## src/shared/sdc_map.svh

```systemverilog
`ifndef SDC_MAP_SVH
`define SDC_MAP_SVH
`define SDC_FIXED_CLOCK_HZ 27000000
`define SDC_CFG_CLK_NS 37
`define SDC_PLL_LOCK_WAIT_NS 2000000
`define SDC_RESET_WAIT_NS 500000
`define SDC_WAIT_COUNTER_WIDTH 16
`define SDC_RETRY_COUNTER_WIDTH 8
`define SDC_SEL_CHANNEL 2'b00
`define SDC_SEL_SHARED 2'b11
`define SDC_ERRCNT_WIDTH 16
`define SDC_FAM_274 4'h0
`define SDC_FAM_720 4'h1
`define SDC_FAM_2048 4'h2
`define SDC_FAM_295 4'h3
`define SDC_FAM_NTSC 4'h8
`define SDC_FAM_PAL 4'h9
`define SDC_FAM_UNKNOWN 4'hf
`define SDC_RATE_NONE 4'h0
`define SDC_RATE_2398 4'h2
`define SDC_RATE_24 4'h3
`define SDC_RATE_4795 4'h4
`define SDC_RATE_25 4'h5
`define SDC_RATE_2997 4'h6
`define SDC_RATE_30 4'h7
`define SDC_RATE_48 4'h8
`define SDC_RATE_50 4'h9
`define SDC_RATE_5994 4'ha
`define SDC_RATE_60 4'hb
`define SDC_APB_CTRL 12'h000
`define SDC_APB_STATUS 12'h004
`define SDC_APB_FORMAT 12'h008
`define SDC_APB_ERRCNT 12'h00c
`define SDC_APB_ERRMASK 12'h010
`define SDC_APB_RETRIES 12'h014
`define SDC_ERRMASK_RESET 16'hffff
`endif

```

## src/shared/sdc_pkg.sv

```systemverilog
package sdc_pkg;
   typedef enum logic [2:0] {
      SDC_IDLE = 3'b000,
      SDC_PLL_RST = 3'b001,
      SDC_PLL_WAIT = 3'b010,
      SDC_GT_RST = 3'b011,
      SDC_GT_WAIT = 3'b100,
      SDC_DONE = 3'b101,
      SDC_FAIL = 3'b110
   } sdc_seq_e;
   typedef logic [1:0] sdc_vmode_t;
endpackage

```

## src/core/sdc_init_seq.sv

```systemverilog
`timescale 1ns/1ps
`include "sdc_map.svh"
module sdc_init_seq
   import sdc_pkg::*;
#(
   parameter int pll_lock_wait_ns = `SDC_PLL_LOCK_WAIT_NS,
   parameter int reset_wait_ns = `SDC_RESET_WAIT_NS,
   parameter int cfg_clk_ns = `SDC_CFG_CLK_NS,
   parameter int wait_counter_width = `SDC_WAIT_COUNTER_WIDTH,
   parameter int retry_counter_width = `SDC_RETRY_COUNTER_WIDTH
)
(
   input wire logic pclk,
   input wire logic presetn,
   input wire logic start,
   input wire logic pll_lock,
   input wire logic reset_done,
   output logic pll_reset,
   output logic gt_reset,
   output logic done,
   output logic fail,
   output logic [retry_counter_width-1:0] retries
);
   // waits counted in config periods
   // terminal counts, truncated so none exceeds the wait, except a wait under one period, which gets 1
   localparam int PLL_TC_I = (pll_lock_wait_ns / cfg_clk_ns) < 1 ? 1 :
      pll_lock_wait_ns / cfg_clk_ns;
   localparam int RST_TC_I = (reset_wait_ns / cfg_clk_ns) < 1 ? 1 :
      reset_wait_ns / cfg_clk_ns;
   localparam logic [wait_counter_width-1:0] PLL_TC =
      PLL_TC_I[wait_counter_width-1:0];
   localparam logic [wait_counter_width-1:0] RST_TC =
      RST_TC_I[wait_counter_width-1:0];
   localparam logic [retry_counter_width-1:0] RETRY_MAX = '1;

   sdc_seq_e state_q;
   logic [wait_counter_width-1:0] wait_q;
   logic [retry_counter_width-1:0] retry_q;
   wire pll_timeout = (wait_q == PLL_TC);
   wire gt_timeout = (wait_q == RST_TC);
   wire give_up = (retry_q == RETRY_MAX);
   // first wait cycle still sees pre-reset lock or done
   wire settled = (wait_q != '0);

   assign pll_reset = (state_q == SDC_PLL_RST);
   assign gt_reset = (state_q == SDC_GT_RST);
   assign done = (state_q == SDC_DONE);
   assign fail = (state_q == SDC_FAIL);
   assign retries = retry_q;

   always_ff @(posedge pclk or negedge presetn)
   begin
      if (!presetn)
      begin
         state_q <= SDC_IDLE;
         wait_q <= '0;
         retry_q <= '0;
      end
      else if (start)
      begin
         state_q <= SDC_PLL_RST;
         wait_q <= '0;
         retry_q <= '0;
      end
      else
      begin
         case (state_q)
            SDC_PLL_RST:
            begin
               wait_q <= '0;
               state_q <= SDC_PLL_WAIT;
            end
            SDC_PLL_WAIT:
            begin
               wait_q <= wait_q + 1'b1;
               if (pll_lock && settled)
                  state_q <= SDC_GT_RST;
               else if (pll_timeout)
               begin
                  if (give_up)
                     state_q <= SDC_FAIL;
                  else
                  begin
                     retry_q <= retry_q + 1'b1;
                     state_q <= SDC_PLL_RST;
                  end
               end
            end
            SDC_GT_RST:
            begin
               wait_q <= '0;
               state_q <= SDC_GT_WAIT;
            end
            SDC_GT_WAIT:
            begin
               wait_q <= wait_q + 1'b1;
               if (reset_done && settled)
                  state_q <= SDC_DONE;
               else if (gt_timeout)
               begin
                  if (give_up)
                     state_q <= SDC_FAIL;
                  else
                  begin
                     retry_q <= retry_q + 1'b1;
                     state_q <= SDC_GT_RST;
                  end
               end
            end
            SDC_IDLE, SDC_DONE, SDC_FAIL:
               state_q <= state_q;
            default:
               state_q <= SDC_IDLE;
         endcase
      end
   end
endmodule

```

## src/core/sdc_top.sv

```systemverilog
// Chosen here: register access over APB and the register addresses.
`timescale 1ns/1ps
`include "sdc_map.svh"
module sdc_top
   import sdc_pkg::*;
#(
   parameter int fixed_clock_hz = `SDC_FIXED_CLOCK_HZ,
   parameter int cfg_clk_ns = `SDC_CFG_CLK_NS,
   parameter int pll_lock_wait_ns = `SDC_PLL_LOCK_WAIT_NS,
   parameter int reset_wait_ns = `SDC_RESET_WAIT_NS,
   parameter int wait_counter_width = `SDC_WAIT_COUNTER_WIDTH,
   parameter int retry_counter_width = `SDC_RETRY_COUNTER_WIDTH,
   parameter bit tx_source0_is_shared = 1'b1,
   parameter bit tx_source1_is_shared = 1'b0,
   parameter bit rx_source_is_shared = 1'b1
)
(
   input wire logic pclk,
   input wire logic presetn,
   input wire logic psel,
   input wire logic penable,
   input wire logic pwrite,
   input wire logic [11:0] paddr,
   input wire logic [31:0] pwdata,
   output logic [31:0] prdata,
   output logic pready,
   output logic pslverr,
   input wire logic tx_rate_sel,
   input wire logic [1:0] tx_video_mode,
   input wire logic [1:0] rx_video_mode,
   input wire logic pll_lock,
   input wire logic reset_done,
   output logic pll_reset,
   output logic gt_reset,
   output logic [1:0] tx_pll_sel,
   output logic [2:0] tx_clk_div,
   output logic [2:0] rx_clk_div,
   input wire logic rx_locked,
   input wire logic rx_sav,
   input wire logic rx_eav,
   input wire logic rx_field,
   input wire logic rx_vblank,
   input wire logic field_end,
   input wire logic [15:0] field_errors,
   output logic [3:0] rx_family,
   output logic rx_interlaced,
   output logic [3:0] rx_frame_rate,
   output logic [15:0] err_count
);
   localparam int FIX_CYC_PER_MS = fixed_clock_hz / 1000;

   // ------------------------------------------------------------
   // register bus
   // ------------------------------------------------------------
   logic [15:0] err_mask_q;
   logic start_q;
   logic clr_q;
   logic seq_done, seq_fail;
   logic [retry_counter_width-1:0] seq_retries;
   logic [15:0] err_cnt_q;
   wire wr_access = psel & penable & pwrite;
   wire hit_ctrl = (paddr == `SDC_APB_CTRL);
   wire hit_status = (paddr == `SDC_APB_STATUS);
   wire hit_format = (paddr == `SDC_APB_FORMAT);
   wire hit_errcnt = (paddr == `SDC_APB_ERRCNT);
   wire hit_mask = (paddr == `SDC_APB_ERRMASK);
   wire hit_retry = (paddr == `SDC_APB_RETRIES);
   wire hit_any = hit_ctrl | hit_status | hit_format | hit_errcnt |
      hit_mask | hit_retry;
   logic [31:0] rd_mux;

   always_comb
   begin
      rd_mux = 32'h0;
      if (hit_status)
         rd_mux = {30'h0, seq_fail, seq_done};
      else if (hit_format)
         rd_mux = {23'h0, rx_interlaced, rx_frame_rate, rx_family};
      else if (hit_errcnt)
         rd_mux = {16'h0, err_cnt_q};
      else if (hit_mask)
         rd_mux = {16'h0, err_mask_q};
      else if (hit_retry)
         rd_mux = 32'({seq_retries});
   end

   // one wait state: answer in second access cycle
   always_ff @(posedge pclk or negedge presetn)
   begin
      if (!presetn)
      begin
         pready <= 1'b0;
         pslverr <= 1'b0;
         prdata <= 32'h0;
      end
      else
      begin
         pready <= psel & penable & ~pready;
         pslverr <= psel & penable & ~pready & ~hit_any;
         if (psel & penable & ~pready)
            prdata <= pwrite ? 32'h0 : rd_mux;
      end
   end

   wire wr_take = wr_access & pready;

   always_ff @(posedge pclk or negedge presetn)
   begin
      if (!presetn)
      begin
         err_mask_q <= `SDC_ERRMASK_RESET;
         start_q <= 1'b0;
         clr_q <= 1'b0;
      end
      else
      begin
         if (wr_take & hit_mask)
            err_mask_q <= pwdata[15:0];
         start_q <= wr_take & hit_ctrl & pwdata[0];
         clr_q <= wr_take & hit_ctrl & pwdata[1];
      end
   end

   // ------------------------------------------------------------
   // transceiver reset sequencing
   // ------------------------------------------------------------
   logic seq_pll_rst, seq_gt_rst;
   sdc_init_seq #(
      .pll_lock_wait_ns(pll_lock_wait_ns),
      .reset_wait_ns(reset_wait_ns),
      .cfg_clk_ns(cfg_clk_ns),
      .wait_counter_width(wait_counter_width),
      .retry_counter_width(retry_counter_width)
   ) u_seq (
      .pclk(pclk),
      .presetn(presetn),
      .start(start_q),
      .pll_lock(pll_lock),
      .reset_done(reset_done),
      .pll_reset(seq_pll_rst),
      .gt_reset(seq_gt_rst),
      .done(seq_done),
      .fail(seq_fail),
      .retries(seq_retries)
   );

   // ------------------------------------------------------------
   // pll selection and dividers
   // ------------------------------------------------------------
   function automatic logic [2:0] div_sel(input logic shared,
      input sdc_vmode_t mode);
      logic [2:0] base;
      base = shared ? 3'h1 : 3'h2;
      case (mode)
         2'b00: div_sel = base + 3'h2;
         2'b01: div_sel = base + 3'h1;
         default: div_sel = base;
      endcase
   endfunction

   wire tx_shared = tx_rate_sel ? tx_source1_is_shared :
      tx_source0_is_shared;

   always_ff @(posedge pclk or negedge presetn)
   begin
      if (!presetn)
      begin
         tx_pll_sel <= `SDC_SEL_CHANNEL;
         tx_clk_div <= 3'h0;
         rx_clk_div <= 3'h0;
         pll_reset <= 1'b0;
         gt_reset <= 1'b0;
      end
      else
      begin
         tx_pll_sel <= tx_shared ? `SDC_SEL_SHARED : `SDC_SEL_CHANNEL;
         tx_clk_div <= div_sel(tx_shared, tx_video_mode);
         rx_clk_div <= div_sel(rx_source_is_shared, rx_video_mode);
         pll_reset <= seq_pll_rst;
         gt_reset <= seq_gt_rst;
      end
   end

   // ------------------------------------------------------------
   // transport detector
   // ------------------------------------------------------------
   logic [12:0] line_len_q, line_cnt_q;
   logic [10:0] lines_q, line_no_q;
   logic [23:0] frame_cyc_q, frame_cnt_q;
   logic [1:0] frames_q;
   logic field_q;
   logic saw_field1_q;
   logic eav_q;

   always_ff @(posedge pclk or negedge presetn)
   begin
      if (!presetn)
      begin
         line_cnt_q <= 13'h0;
         line_len_q <= 13'h0;
         line_no_q <= 11'h0;
         lines_q <= 11'h0;
         frame_cnt_q <= 24'h0;
         frame_cyc_q <= 24'h0;
         frames_q <= 2'h0;
         field_q <= 1'b0;
         saw_field1_q <= 1'b0;
         eav_q <= 1'b0;
      end
      else if (!rx_locked)
      begin
         frames_q <= 2'h0;
         saw_field1_q <= 1'b0;
         line_cnt_q <= 13'h0;
      end
      else
      begin
         eav_q <= rx_eav;
         field_q <= rx_field;
         line_cnt_q <= rx_sav ? 13'h0 : line_cnt_q + 13'h1;
         frame_cnt_q <= frame_cnt_q + 24'h1;
         if (rx_sav & ~rx_vblank)
            line_len_q <= line_cnt_q;
         if (eav_q)
            line_no_q <= line_no_q + 11'h1;
         if (rx_field)
            saw_field1_q <= 1'b1;
         if (field_q & ~rx_field)
         begin
            lines_q <= line_no_q;
            line_no_q <= 11'h0;
            frame_cyc_q <= frame_cnt_q;
            frame_cnt_q <= 24'h0;
            if (frames_q != 2'h2)
               frames_q <= frames_q + 2'h1;
         end
      end
   end

   wire fmt_valid = (frames_q == 2'h2);
   // whole frame period in pclk cycles
   wire [23:0] fcyc = frame_cyc_q;
   function automatic logic [3:0] rate_code(input logic [23:0] cyc);
      if (cyc > 24'd5100000)
         rate_code = cyc > 24'd5210000 ? `SDC_RATE_2398 : `SDC_RATE_24;
      else if (cyc > 24'd4500000)
         rate_code = `SDC_RATE_25;
      else if (cyc > 24'd4160000)
         rate_code = cyc > 24'd4168000 ? `SDC_RATE_2997 : `SDC_RATE_30;
      else if (cyc > 24'd2550000)
         rate_code = cyc > 24'd2605000 ? `SDC_RATE_4795 : `SDC_RATE_48;
      else if (cyc > 24'd2250000)
         rate_code = `SDC_RATE_50;
      else if (cyc > 24'd1000000)
         rate_code = cyc > 24'd2084000 ? `SDC_RATE_5994 : `SDC_RATE_60;
      else
         rate_code = `SDC_RATE_NONE;
   endfunction

   always_ff @(posedge pclk or negedge presetn)
   begin
      if (!presetn)
      begin
         rx_family <= `SDC_FAM_UNKNOWN;
         rx_interlaced <= 1'b0;
         rx_frame_rate <= `SDC_RATE_NONE;
      end
      else if (!fmt_valid)
      begin
         rx_family <= `SDC_FAM_UNKNOWN;
         rx_frame_rate <= `SDC_RATE_NONE;
      end
      else
      begin
         rx_interlaced <= saw_field1_q;
         rx_frame_rate <= rate_code(fcyc);
         if (line_len_q > 13'd2000)
            rx_family <= `SDC_FAM_2048;
         else if (lines_q > 11'd1100 && lines_q < 11'd1130)
            rx_family <= `SDC_FAM_274;
         else if (lines_q >= 11'd1245)
            rx_family <= `SDC_FAM_295;
         else if (lines_q > 11'd740 && lines_q < 11'd760)
            rx_family <= `SDC_FAM_720;
         else if (lines_q > 11'd520 && lines_q < 11'd530)
            rx_family <= `SDC_FAM_NTSC;
         else if (lines_q > 11'd620 && lines_q < 11'd630)
            rx_family <= `SDC_FAM_PAL;
         else
            rx_family <= `SDC_FAM_UNKNOWN;
      end
   end

   // ------------------------------------------------------------
   // errored field counter
   // ------------------------------------------------------------
   // bit layout anc 0-4, ff 5-9, ap 10-14, pkt 15
   wire any_err = |(field_errors & err_mask_q);
   wire cnt_full = (err_cnt_q == 16'hffff);

   always_ff @(posedge pclk or negedge presetn)
   begin
      if (!presetn)
         err_cnt_q <= 16'h0;
      else if (clr_q)
         err_cnt_q <= 16'h0;
      else if (field_end & any_err & ~cnt_full)
         err_cnt_q <= err_cnt_q + 16'h1;
   end

   always_ff @(posedge pclk or negedge presetn)
   begin
      if (!presetn)
         err_count <= 16'h0;
      else
         err_count <= err_cnt_q;
   end
endmodule

```

## config.mk

```make
export PLATFORM = sky130hd
export DESIGN_NAME = sdc_top
export DESIGN_NICKNAME = d
export VERILOG_FILES = /design/src/shared/sdc_pkg.sv /design/src/core/sdc_init_seq.sv /design/src/core/sdc_top.sv
export VERILOG_INCLUDE_DIRS = /design/src /design/src/shared
export SDC_FILE = /design/constraint.sdc
export NUM_CORES = 1
export LEC_CHECK = 0
export BUFFER_PORTS_ARGS = -buffer_cell sky130_fd_sc_hd__buf_4
export CORE_MARGIN = 10
export CORE_UTILIZATION = 47
export DETAILED_ROUTE_END_ITERATION = 8
export PLACE_DENSITY = 0.69
export SKIP_LAST_GASP = 1
export SYNTH_ARGS = -nofsm -noshare
export SYNTH_HDL_FRONTEND = slang
export SYNTH_SLANG_ARGS = --single-unit
```

## constraint.sdc

```tcl
create_clock -name pclk -period 3.6 [get_ports pclk]
set_input_delay 0.54 -clock pclk [delete_from_list [all_inputs] [get_ports pclk]]
set_output_delay 0.54 -clock pclk [all_outputs]
set_load 0.02 [all_outputs]
```

# [Word-level counts from Yosys, hierarchy flattened]
# Index checks and enable logic that the tools add are counted.
[classes] bitwise_logic=24 n_shift=0 reduce_logical=25 muxes=57 add_sub_neg=9 mul=0 order_cmp=20 div=0 n_eq_ne=29
[op_table] op="2-to-1 mux 32 bit" count=4
[op_table] op="greater-than comparator 24 x 22 -> 1 bit (second input constant)" count=5
[op_table] op="greater-than comparator 24 x 23 -> 1 bit (second input constant)" count=3
[op_table] op="2-to-1 mux 16 bit" count=4
[op_table] op="2-to-1 mux 8 bit" count=7
[op_table] op="2-to-1 mux 4 bit" count=13
[op_table] op="greater-than comparator 11 x 10 -> 1 bit (second input constant)" count=3
[op_table] op="less-than comparator 11 x 10 -> 1 bit (second input constant)" count=3
[op_table] op="adder 16 x 1 -> 16 bit (second input constant)" count=2
[op_table] op="== test 16 bit (second input constant)" count=2
[op_table] op="one-hot mux 16 bit (2 select lines)" count=1
[op_table] op="2-to-1 mux 3 bit" count=9
[op_table] op="2-to-1 mux 13 bit" count=2
[op_table] op="adder 24 x 1 -> 24 bit (second input constant)" count=1
[op_table] op="== test 12 x 4 -> 1 bit (second input constant)" count=2
[op_table] op="== test 12 x 5 -> 1 bit (second input constant)" count=2
[op_table] op="greater-than comparator 24 x 20 -> 1 bit (second input constant)" count=1
[op_table] op="greater-than comparator 24 x 21 -> 1 bit (second input constant)" count=1
[op_table] op="2-to-1 mux 24 bit" count=1
[op_table] op="2-to-1 mux 11 bit" count=2
[op_table] op="AND 16 bit" count=1
[op_table] op="== test 16 x 14 -> 1 bit (second input constant)" count=1
[op_table] op="one-hot mux 8 bit (2 select lines)" count=1
[op_table] op="nonzero test 16 bit" count=1
[op_table] op="other kinds (42)" count=92
[word_totals] output_inout_bits=69 mem_count=0 mem_bits_rw=0 romBits=0 in_bits=78 ff_bits=231 latch_bits=0 word_cells=193

# [Depth between registers and ports, before layout]
# Gate-level depths: netlist of the first run.
[logic_depth] depth_word=9 depth_mapped=10 mapped_depth_nobuf=7

# [By module]
# From an unflattened synthesis of the first run, not the netlist that was laid out.
[unflattened] hier_cells=1179 hier_area_um2=11194.5
[by_module_without_submodules] module="sdc_top" seq_area_each_um2=4679.5 n_inst=1 area_per_inst_um2=9275.1 cells_per_inst=960
[by_module_without_submodules] module="sdc_init_seq" seq_area_each_um2=675.6 n_inst=1 area_per_inst_um2=1919.3 cells_per_inst=219

# [Worst setup path before layout of the first run]
# OpenSTA, ideal clock, no wires.
[synth_path] kind="input-to-reg" startpoint="input paddr[10]" endpoint="register err_mask_q[0]" path_slack_ns=0.937 t_arrival_ns=2.579 n_path_buf=4 path_stages=10 required_ns=3.515 setup_time_ns=0.085 path_cell_list="or4_4 -> nor4_4 -> and3b_1 -> buf_4 -> and2b_1 -> buf_4 -> and2b_1 -> buf_4 -> buf_8 -> mux2_1"
[synth_via] elab_chain_cells=2
[synth_rtl] element="from (decl)" line="sdc_top.sv:23" text="input wire logic [11:0] paddr,"
[synth_rtl] element="== test 12 x 5 -> 1 bit (no line)"
[synth_rtl] element="AND 1 bit" line="sdc_top.sv:117" text="if (wr_take & hit_mask)"
[synth_rtl] element="to (signal assigned)" line="sdc_top.sv:111" text="err_mask_q <= `SDC_ERRMASK_RESET;"
[synth_rtl] element="to (signal assigned)" line="sdc_top.sv:118" text="err_mask_q <= pwdata[15:0];"
[synth_rtl] element="to (decl)" line="sdc_top.sv:55" text="logic [15:0] err_mask_q;"
# No other way between the ends.
# A chain may end at the register's enable or synchronous reset.

# [Worst setup path after layout of the first run]
[layout_path] startpoint="register u_seq.wait_q[5]" endpoint="register u_seq.retry_q[3] (netlist: u_seq.retries[3])"
[layout_via] elab_chain_cells=4 word_cells_on_any_way=10 cone_classes="eq/ne (6); reduce/logical (4)"
[layout_rtl] element="from (decl)" line="sdc_init_seq.sv:37" text="logic [wait_counter_width-1:0] wait_q;"
[layout_rtl] element="from (signal assigned)" line="sdc_init_seq.sv:75" text="wait_q <= wait_q + 1'b1;"
[layout_rtl] element="from (signal assigned)" line="sdc_init_seq.sv:96" text="wait_q <= wait_q + 1'b1;"
[layout_rtl] element="nonzero test 16 bit" line="sdc_init_seq.sv:43" text="wire settled = (wait_q != '0);"
[layout_rtl] element="logical AND 1 bit (on tied branches)" line="sdc_init_seq.sv:97, sdc_init_seq.sv:76"
[layout_rtl] element="inequality test 3 bit (no line)"
[layout_rtl] element="AND reduction 5 bit (no line) *"
[layout_rtl] element="to (signal assigned)" line="sdc_init_seq.sv:84" text="retry_q <= retry_q + 1'b1;"
[layout_rtl] element="to (signal assigned)" line="sdc_init_seq.sv:105" text="retry_q <= retry_q + 1'b1;"
[layout_rtl] element="to (decl)" line="sdc_init_seq.sv:38" text="logic [retry_counter_width-1:0] retry_q;"
# Mark *: on every way between the ends. The rest lies on a longest branch, timed or not.

==> results of run 1 <==
cells in the final DEF, fill, tap and decap left out, types with 14 or more instances in the layout:
cell | Yosys | routed
clkbuf_16 | 0 | 24
or3_1 | 16 | 16
xor2_1 | 21 | 21
nand2_1 | 163 | 163
a22oi_1 | 15 | 15
conb_1 | 1 | 17
nand4_1 | 26 | 26
nor3_1 | 24 | 24
dfrtp_1 | 193 | 193
inv_1 | 22 | 22
nor2_1 | 108 | 107
dfstp_2 | 20 | 20
o21ai_0 | 78 | 78
and3_1 | 15 | 15
xnor2_1 | 29 | 29
mux2_2 | 31 | 31
a21oi_1 | 46 | 46
nand3_1 | 42 | 42
buf_4 | 21 | 121
o31ai_1 | 14 | 14
sequential cells by signal (all words and copies together) (netlist names), 4 cells and up:
signal / count
err_count: 16
err_cnt_q: 16
rx_family: 4
line_cnt_q: 13
fcyc: 24
rx_frame_rate: 4
line_no_q: 11
u_seq.wait_q: 16
err_mask_q: 16
prdata: 16
line_len_q: 13
frame_cnt_q: 24
lines_q: 11
u_seq.retries: 8
final timing paths:
check	startpoint	end	slack (ns)	cells past startpoint
worst max-delay path	u_seq.wait_q[5]$_DFFE_PN0P_	u_seq.retries[3]$_DFFE_PN0P_	0.69	6
max in group asynchronous	presetn	line_no_q[0]$_DFFE_PN0P_	2.59	2
min in group pclk	rx_video_mode[1]	rx_clk_div[1]$_DFF_PN0_	0.19	2
worst min-delay path	presetn	u_seq.wait_q[13]$_DFFE_PN0P_	0.03	1
worst max register to register	u_seq.wait_q[5]$_DFFE_PN0P_	u_seq.retries[3]$_DFFE_PN0P_	0.69	6
worst min register to register	err_cnt_q[12]$_DFFE_PN0P_	err_count[12]$_DFF_PN0_	0.47	0
routing by layer:
layer,vias to the layer above,share of wire,track usage
met5,-,0,0
met4,0,0.021,0.0488
met3,40,0.058,0.0287
met2,219,0.48,0.283
met1,4217,0.45,0.245
li1,4152,-,-
per-stage QoR:
step	power (mW)	std cells	worst slack [ns]
floorplan	2.81	1141	0.937
global placement	2.98	1474	0.574
detailed placement	3.00	1474	0.526
CTS	5.35	1517	0.706
global route	5.51	1518	0.475
finish	5.28	1518	0.685
worst max-delay path, cell delays in order (launching register included):
cell and delay (ns):
dfrtp_1 0.51, nor4_4 0.33, nand2_2 0.10, nor4_1 0.53
a31oi_1 0.52, or4_1 0.64, a21oi_1 0.19
report_power, final:
group | internal, mW | switching [mW] | total (mW)
Combinational | 0.147 | 0.222 | 0.369
Sequential | 2.48 | 0.108 | 2.59
Clock | 1.37 | 0.954 | 2.32
logic make-up after synthesis:
group	count (synthesis)
adder cells (fa/ha/maj)	10
AND/OR/NAND/NOR	483
other	1
XOR/XNOR	50
multiplexers	42
buffers and inverters	98
flip-flops	213
AO/OA/AOI/OAI	228
final cells by class:
| class | instances | area [µm²] | area share |
|---|---|---|---|
| timing repair buffer | 123 | 943 | 0.0757 |
| tap | 285 | 357 | 0.0286 |
| sequential | 213 | 5360 | 0.430 |
| clock inverter | 6 | 66.3 | 0.00532 |
| clock buffer | 37 | 679 | 0.0545 |
| multi-input combinational | 830 | 4980 | 0.399 |
| inverter | 23 | 86.3 | 0.00692 |
| antenna | 1 | 2.50 | 0.000201 |
==> run metrics, run 1 <==
CTS max path bufs 3; IO Port Bufs about 110; crit path kind reg -> reg; HP Class in -> async; largest family of logic cells by synthesized area simple AND/OR/NAND/NOR gates; total wire length 26.3 mm; Clock Latency Late Sink approximately 0.52 ns; DR vias/cell approximately 5.7; DRC 0; Post-DP Area between 0.01 and 0.015 mm²; share of cells above drive strength 1 0.182; Congestion Overflow GR 0; status finished, final reports clean; # hold bufs at CTS 0; pwr/cell area 423 mW/mm²; routed length per instance 17.3 µm; crit path max fanout 15; Async SR Flop Fraction 1.00; vias in the first global route between 8k and 9k; via count 8628; maximum VDD drop around 0.31 mV; Final #Nets approximately 1.3k; WP data required approximately 4 ns; post-synthesis adder-cell area fraction 0.0116; Core Box Area 0.0226 mm²; Clock Sinks about 210; CTS Buf Count 24; setup_tns 0 ns; largest net degree at the start of global routing 100; CTS resizes 0; Die ar. 0.0293 mm²; Post-Layout Inst Area 0.0125 mm²; Ports 147; H-tree levels 1; crit path launch type flip-flop; final hold slack 0.0305 ns; Iter 0 DRT Violations 694; Final Cycle Share 0.810; worst path arrival time 3.34 ns; Distinct cells, synth 83; most numerous cell in the Yosys netlist dfrtp_1; Cell Rows 55; initial antenna violation count 1; final worst clock skew 0.0151 ns; Post-synth EDFFs 0; DIE HEIGHT roughly 170 µm; Worst-path clk slew 0.06 ns; GPL Wtd Cong 0.912; Final Critical Period 2.91 ns; CTS tree yes; Synth top cells by count dfrtp_1, nand2_1, nor2_1; final setup vio count 0; Max-cap violations 0; Syn-to-layout area delta 15.9%; fraction of synthesized cell area in xor and xnor cells 0.0407; Post-Synth Simple-Gate Area 0.224; Lkg Pwr about 5.6 nW; clock root buffer master clkbuf_16; Initial Util 0.477; Peak Freq 343 MHz; top cell type's share of synthesized area 0.449; final hold violation count 0; CP endpoint kind flip-flop; dominant cell type by area after synthesis dfrtp_1; number of fill cells in the layout 2017; global-route usage over all layers 0.177; transition time at the pin with the least slew margin about 1.2 ns; Synth Instances roughly 1.1k; Synth Area in Compound Gates 0.136; final core occ 0.552; top cells by area, synth dfrtp_1, nand2_1, dfstp_2; unrepaired setup endpoints after global routing false; Detailed Place HPWL 18.8 mm; Yosys reg bits approximately 210; synth warn 0; Post-CTS Setup Inserts 0; prevailing post-synth register cell dfrtp_1; Mapped Area 0.0108 mm²; mux share of post-synthesis cell area 0.0439; sequential area share after synthesis 0.498; Slew headroom 0.228; Die W between 150 and 200 µm; Detail Route Antenna Nets 0; first-pass GRT wire length 43.6 mm; 1st-pass router iterations 5; fin. max-slew vios 0; syn_area_per_cell 9.56 µm²
No activity file was read; power rests on OpenSTA's default activity.
==> run 2: changes to the inputs <==
Clock period 3.6 ns to 2.75 ns, I/O delays scaled along.
==> run metrics, run 2 (synthesis results as in run 1) <==
fin. max-slew vios 0 (unchanged); most common cell after layout, fill and taps aside dfrtp_1; via count 8655 (+0.31%); Iter 0 DRT Violations 709 (+2.2%); CTS Buf Count 24 (unchanged); Clock Latency Late Sink 0.52 ns (about the same); crit path max fanout 15 (unchanged); WP data required 3.18 ns (-0.84 ns); Final Critical Period 2.61 ns (-0.301 ns); Initial Util 0.477 (unchanged); Pint 5.60 mW (+40%); CTS max path bufs 3 (unchanged); Inserted Diodes 0 (-1); maximum VDD drop 0.396 mV (+28%); logic gate share of total power 0.071 (about the same); Final Total Pwr 7.33 mW (+39%); global-route usage over all layers 0.178 (+0.000591); Ports 147 (unchanged); clock power share 0.469 (+0.029); Peak Freq 383 MHz (+12%); clock root buffer master clkbuf_16; Detailed Place HPWL 18.9 mm (+0.51%); 1st-pass router iterations 5 (unchanged); status finished, final reports clean; crit path launch type flip-flop; IO Port Bufs 113 (unchanged); H-tree levels 1 (unchanged); Placed Instances 1493 (+1.3%); vias in the first global route 8394 (-1.5%); Slew headroom 0.481 (+0.253); DRC 0 (unchanged); transition time at the pin with the least slew margin 0.774 ns (-0.379 ns); Final #Nets 1323 (+1.5%); Detail Route Antenna Nets 0 (unchanged); final hold violation count 0 (unchanged); HP Class in -> reg; Layout Cells excl Fill 1538 (+1.3%); worst-path cell chain inv_1 > ha_1 > or2b_2 > or3_1 > a311o_2 > or4_1 > a21oi_1; final setup vio count 0 (unchanged); Worst Path Buf+Inv 1 (+1); routed length per instance 17.2 µm (-0.64%); crit path kind reg -> reg; first-pass GRT wire length 43.4 mm (-0.55%); Congestion Overflow GR 0 (unchanged); Critical-path top delay cell a311o_2; Die ar. 0.0293 mm² (unchanged); Net Sw Power 1.74 mW (+35%); pwr/cell area 575 mW/mm² (+36%); peak per-stage delay on the critical path 0.52 ns (-0.12 ns); initial antenna violation count 0 (-1); Cell Rows 55 (unchanged); most frequent cells in the layout dfrtp_1, nand2_1, buf_4; Worst-path clk slew 0.06 ns (about the same); CTS tree yes; setup_tns 0 ns (unchanged); Final Cycle Share 0.950 (+0.141); DR vias/cell 5.63 (-0.99%); Syn-to-layout area delta 18.6%; Lkg Pwr 5.77 nW (+3.0%); final worst clock skew 0.0133 ns (-0.00182 ns); total wire length 26.4 mm (+0.67%); GPL Wtd Cong 0.897 (-1.7%); largest net degree at the start of global routing 76 (-24%); worst setup margin 0.136 ns (-0.549 ns); final core occ 0.565 (+0.0129); part of the power in registers 0.461 (-0.029); CP endpoint kind flip-flop; net switching share of the total power 0.237 (-0.00670); worst path arrival time 3.05 ns (-0.29 ns); share of cells above drive strength 1 0.201 (+0.0193); Die W 171 µm (unchanged); delay-heaviest family, CP simple AND/OR/NAND/NOR gates; unrepaired setup endpoints after global routing false; Max-cap violations 0 (unchanged); post-place setup slack 0.146 ns (-0.381 ns); Core Box Area 0.0226 mm² (unchanged); Clock Sinks 213 (unchanged); DIE HEIGHT 171 µm (unchanged)
[run 2: cell count changes in the layout (fill, tap and decap cells not counted), moves of 2 or more]
cell	delta
clkbuf_1	-8
buf_12	+2
clkinvlp_4	+2
buf_4	+17
clkinv_2	+2
bufinv_16	+3
[run 2: cell type report]
class | count | area (µm²)
inverters | 23 | 86.3
fillers | 1975 | 9810
multi-input cells | 830 | 4980
flip-flops and latches | 213 | 5360
clock inverters | 13 | 174
well taps | 285 | 357
repair buffers | 143 | 1120
clock buffers | 31 | 688
[run 2: path summary, 6_finish.rpt]
check / from / end / slack, ns / depth (start not counted)
max: u_seq.wait_q[1]$_DFFE_PN0P_ / u_seq.retries[3]$_DFFE_PN0P_ / 0.14 / 7
min: rx_video_mode[1] / rx_clk_div[1]$_DFF_PN0_ / 0.05 / 2
max reg2reg: u_seq.wait_q[1]$_DFFE_PN0P_ / u_seq.retries[3]$_DFFE_PN0P_ / 0.14 / 7
min reg2reg: err_cnt_q[1]$_DFFE_PN0P_ / err_count[1]$_DFF_PN0_ / 0.45 / 0
max in group asynchronous: presetn / fcyc[21]$_DFFE_PN0P_ / 1.56 / 3
min in group asynchronous: presetn / u_seq.wait_q[7]$_DFFE_PN0P_ / 0.37 / 2
[run 2: per-stage QoR]
stage / instance area (µm²) / hold WS (ns)
after floorplan: 10800 / 0.117
after global placement: 11900 / 0.324
after detailed placement: 11900 / 0.325
after CTS: 12800 / 0.0263
after global routing: 12800 / 0.0411
final: 12800 / 0.0459
[run 2: what timing repair did]
item	in CTS	in global routing
resized for setup	0	0
endpoints found under the hold margin	39	0
setup buffers	0	0
hold buffers	1	0
[run 2: worst reg2reg max path, stage by stage, from the launching register on]
cell and delay (ns):
dfrtp_1 0.42, inv_1 0.10, ha_1 0.14, or2b_2 0.30, or3_1 0.37, a311o_2 0.52
or4_1 0.51, a21oi_1 0.16
[run 2: power by group through the flow]
stage                     Clock [mW]  Combinational [mW]  Sequential [mW]
final                           3.44               0.517             3.38
after global routing            3.65               0.578             3.40
after CTS                       3.51               0.522             3.38
after detailed placement           0               0.518             3.43
after global placement             0               0.509             3.43
after floorplan                    0               0.285             3.40
[run 2: per-layer routing]
layer,vias up,GRT usage,routed length [µm]
met5,-,0,0
met4,0,0.0537,636
met3,47,0.0280,1490
met2,213,0.284,12500
met1,4194,0.244,11800
li1,4201,-,-
==> run 3: changes to the inputs <==
Settings changed: MAX_ROUTING_LAYER set to met4, RECOVER_POWER set to 50.
==> run metrics, run 3 (synthesis results as in run 1) <==
H-tree levels 1 (unchanged); Final Cycle Share 0.940 (-0.0100); status finished with violations; CTS tree yes; Lkg Pwr 5.72 nW (-0.88%); unrepaired setup endpoints after global routing false; final worst clock skew 0.00692 ns (-0.00640 ns); total wire length 26.4 mm (-0.34%); WP data required 3.20 ns (+0.02 ns); failing checks max-capacitance violations, max-slew violations; Final Critical Period 2.59 ns (-0.0276 ns); CP endpoint kind flip-flop; Syn-to-layout area delta 17.7%; Final #Nets 1322 (-0.076%); CTS max path bufs 3 (unchanged); first-pass GRT wire length 42.9 mm (-1.3%); pwr/cell area 562 mW/mm² (-2.3%); most common cell after layout, fill and taps aside dfrtp_1; share of cells above drive strength 1 0.193 (-0.00847); Clock Sinks 213 (unchanged); most frequent cells in the layout dfrtp_1, nand2_1, buf_4; Cell Rows 55 (unchanged); Final Total Pwr 7.11 mW (-3.1%); HP Class in -> reg; crit path max fanout 15 (unchanged); final hold slack 0.0391 ns (-0.00686 ns); Core Box Area 0.0226 mm² (unchanged); largest net degree at the start of global routing 80 (+5.3%); IO Port Bufs 113 (unchanged); vias in the first global route 8347 (-0.56%); Clock Latency Late Sink 0.52 ns (about the same); DR vias/cell 5.61 (-0.39%); CTS Buf Count 23 (-4.2%); global-route usage over all layers 0.180 (+0.00239); crit path launch type flip-flop; worst path arrival time 3.03 ns (-0.02 ns); via count 8610 (-0.52%); routed length per instance 17.2 µm (-0.21%); transition time at the pin with the least slew margin 1.58 ns (+0.804 ns); Inserted Diodes 0 (unchanged); Congestion Overflow GR 0 (unchanged); Initial Util 0.477 (unchanged); clock root buffer master clkbuf_16; Slew headroom -0.0518 (-0.533); final hold violation count 0 (unchanged); Die W 171 µm (unchanged); flop-to-flop setup slack 0.16 ns (+0.03 ns); maximum VDD drop 0.474 mV (+20%); Detailed Place HPWL 18.8 mm (-0.47%); Ports 147 (unchanged); GPL Wtd Cong 0.903 (+0.70%); final core occ 0.561 (-0.00449); Max-cap violations 1 (+1); Detail Route Antenna Nets 0 (unchanged); setup_tns 0 ns (unchanged); Worst-path clk slew 0.06 ns (about the same); Die ar. 0.0293 mm² (unchanged); DIE HEIGHT 171 µm (unchanged); initial antenna violation count 0 (unchanged); 1st-pass router iterations 5 (unchanged); Post-DP Area 0.0119 mm² (+0.11%); Iter 0 DRT Violations 579 (-18%); crit path kind reg -> reg; CTS resizes 0 (unchanged); Post-Layout Inst Area 0.0127 mm² (-0.79%); DRC 0 (unchanged); final setup vio count 0 (unchanged); Peak Freq 387 MHz (+1.1%); fin. max-slew vios 65 (+65)
==> run 3: layer usage <==
layer / global-route usage / vias to the layer above / routed length [µm]
li1: - / 4192 / -
met1: 0.238 / 4155 / 11800
met2: 0.289 / 215 / 12500
met3: 0.0259 / 48 / 1360
met4: 0.0446 / 0 / 629
met5: - / - / 0
==> run 3: worst paths after layout <==
path / startpoint / to / depth (start not counted)
max: u_seq.wait_q[0]$_DFFE_PN0P_ / u_seq.retries[3]$_DFFE_PN0P_ / 7
min: rx_video_mode[0] / rx_clk_div[0]$_DFF_PN0_ / 2
max reg2reg: u_seq.wait_q[0]$_DFFE_PN0P_ / u_seq.retries[3]$_DFFE_PN0P_ / 7
min reg2reg: err_cnt_q[1]$_DFFE_PN0P_ / err_count[1]$_DFF_PN0_ / 0
max in group asynchronous: presetn / line_no_q[3]$_DFFE_PN0P_ / 3
min in group asynchronous: presetn / u_seq.wait_q[8]$_DFFE_PN0P_ / 2
==> run 3: metrics by stage <==
| step | cells | worst slack [ns] |
|---|---|---|
| 2_1_floorplan | 1141 | 0.214 |
| 3_3_place_gp | 1493 | 0.181 |
| 3_5_place_dp | 1493 | 0.142 |
| 4_1_cts | 1536 | 0.167 |
| 5_1_grt | 1536 | 0.0192 |
| 6_report | 1536 | 0.164 |
==> run 3: power breakdown <==
| part | internal [mW] | leakage, nW | switching (mW) |
|---|---|---|---|
| sequential | 3.24 | 2.84 | 0.138 |
| clock | 1.96 | 0.394 | 1.26 |
| combinational | 0.209 | 2.48 | 0.304 |
| total | 5.41 | 5.72 | 1.70 |
==> run 3: final cells by class <==
| cell class | count | area (µm²) |
|---|---|---|
| inverter | 23 | 86.3 |
| clock inverter | 5 | 90.1 |
| clock buffer | 37 | 708 |
| multi-input combinational | 830 | 4970 |
| tap | 285 | 357 |
| fill | 1998 | 9910 |
| timing repair buffer | 143 | 1090 |
| sequential | 213 | 5360 |
==> run 3: timing repair <==
item,4_1_cts,5_1_grt
hold endpoints to repair,57,0
hold buffers,1,0
setup buffers,0,0
==> run 3: worst max-delay path: stages, from the launching register on <==
cell	delay, ns
dfrtp_1	0.43
inv_1	0.11
ha_1	0.13
or2b_2	0.29
or3_1	0.36
a311o_2	0.52
or4_1	0.51
a21oi_1	0.15
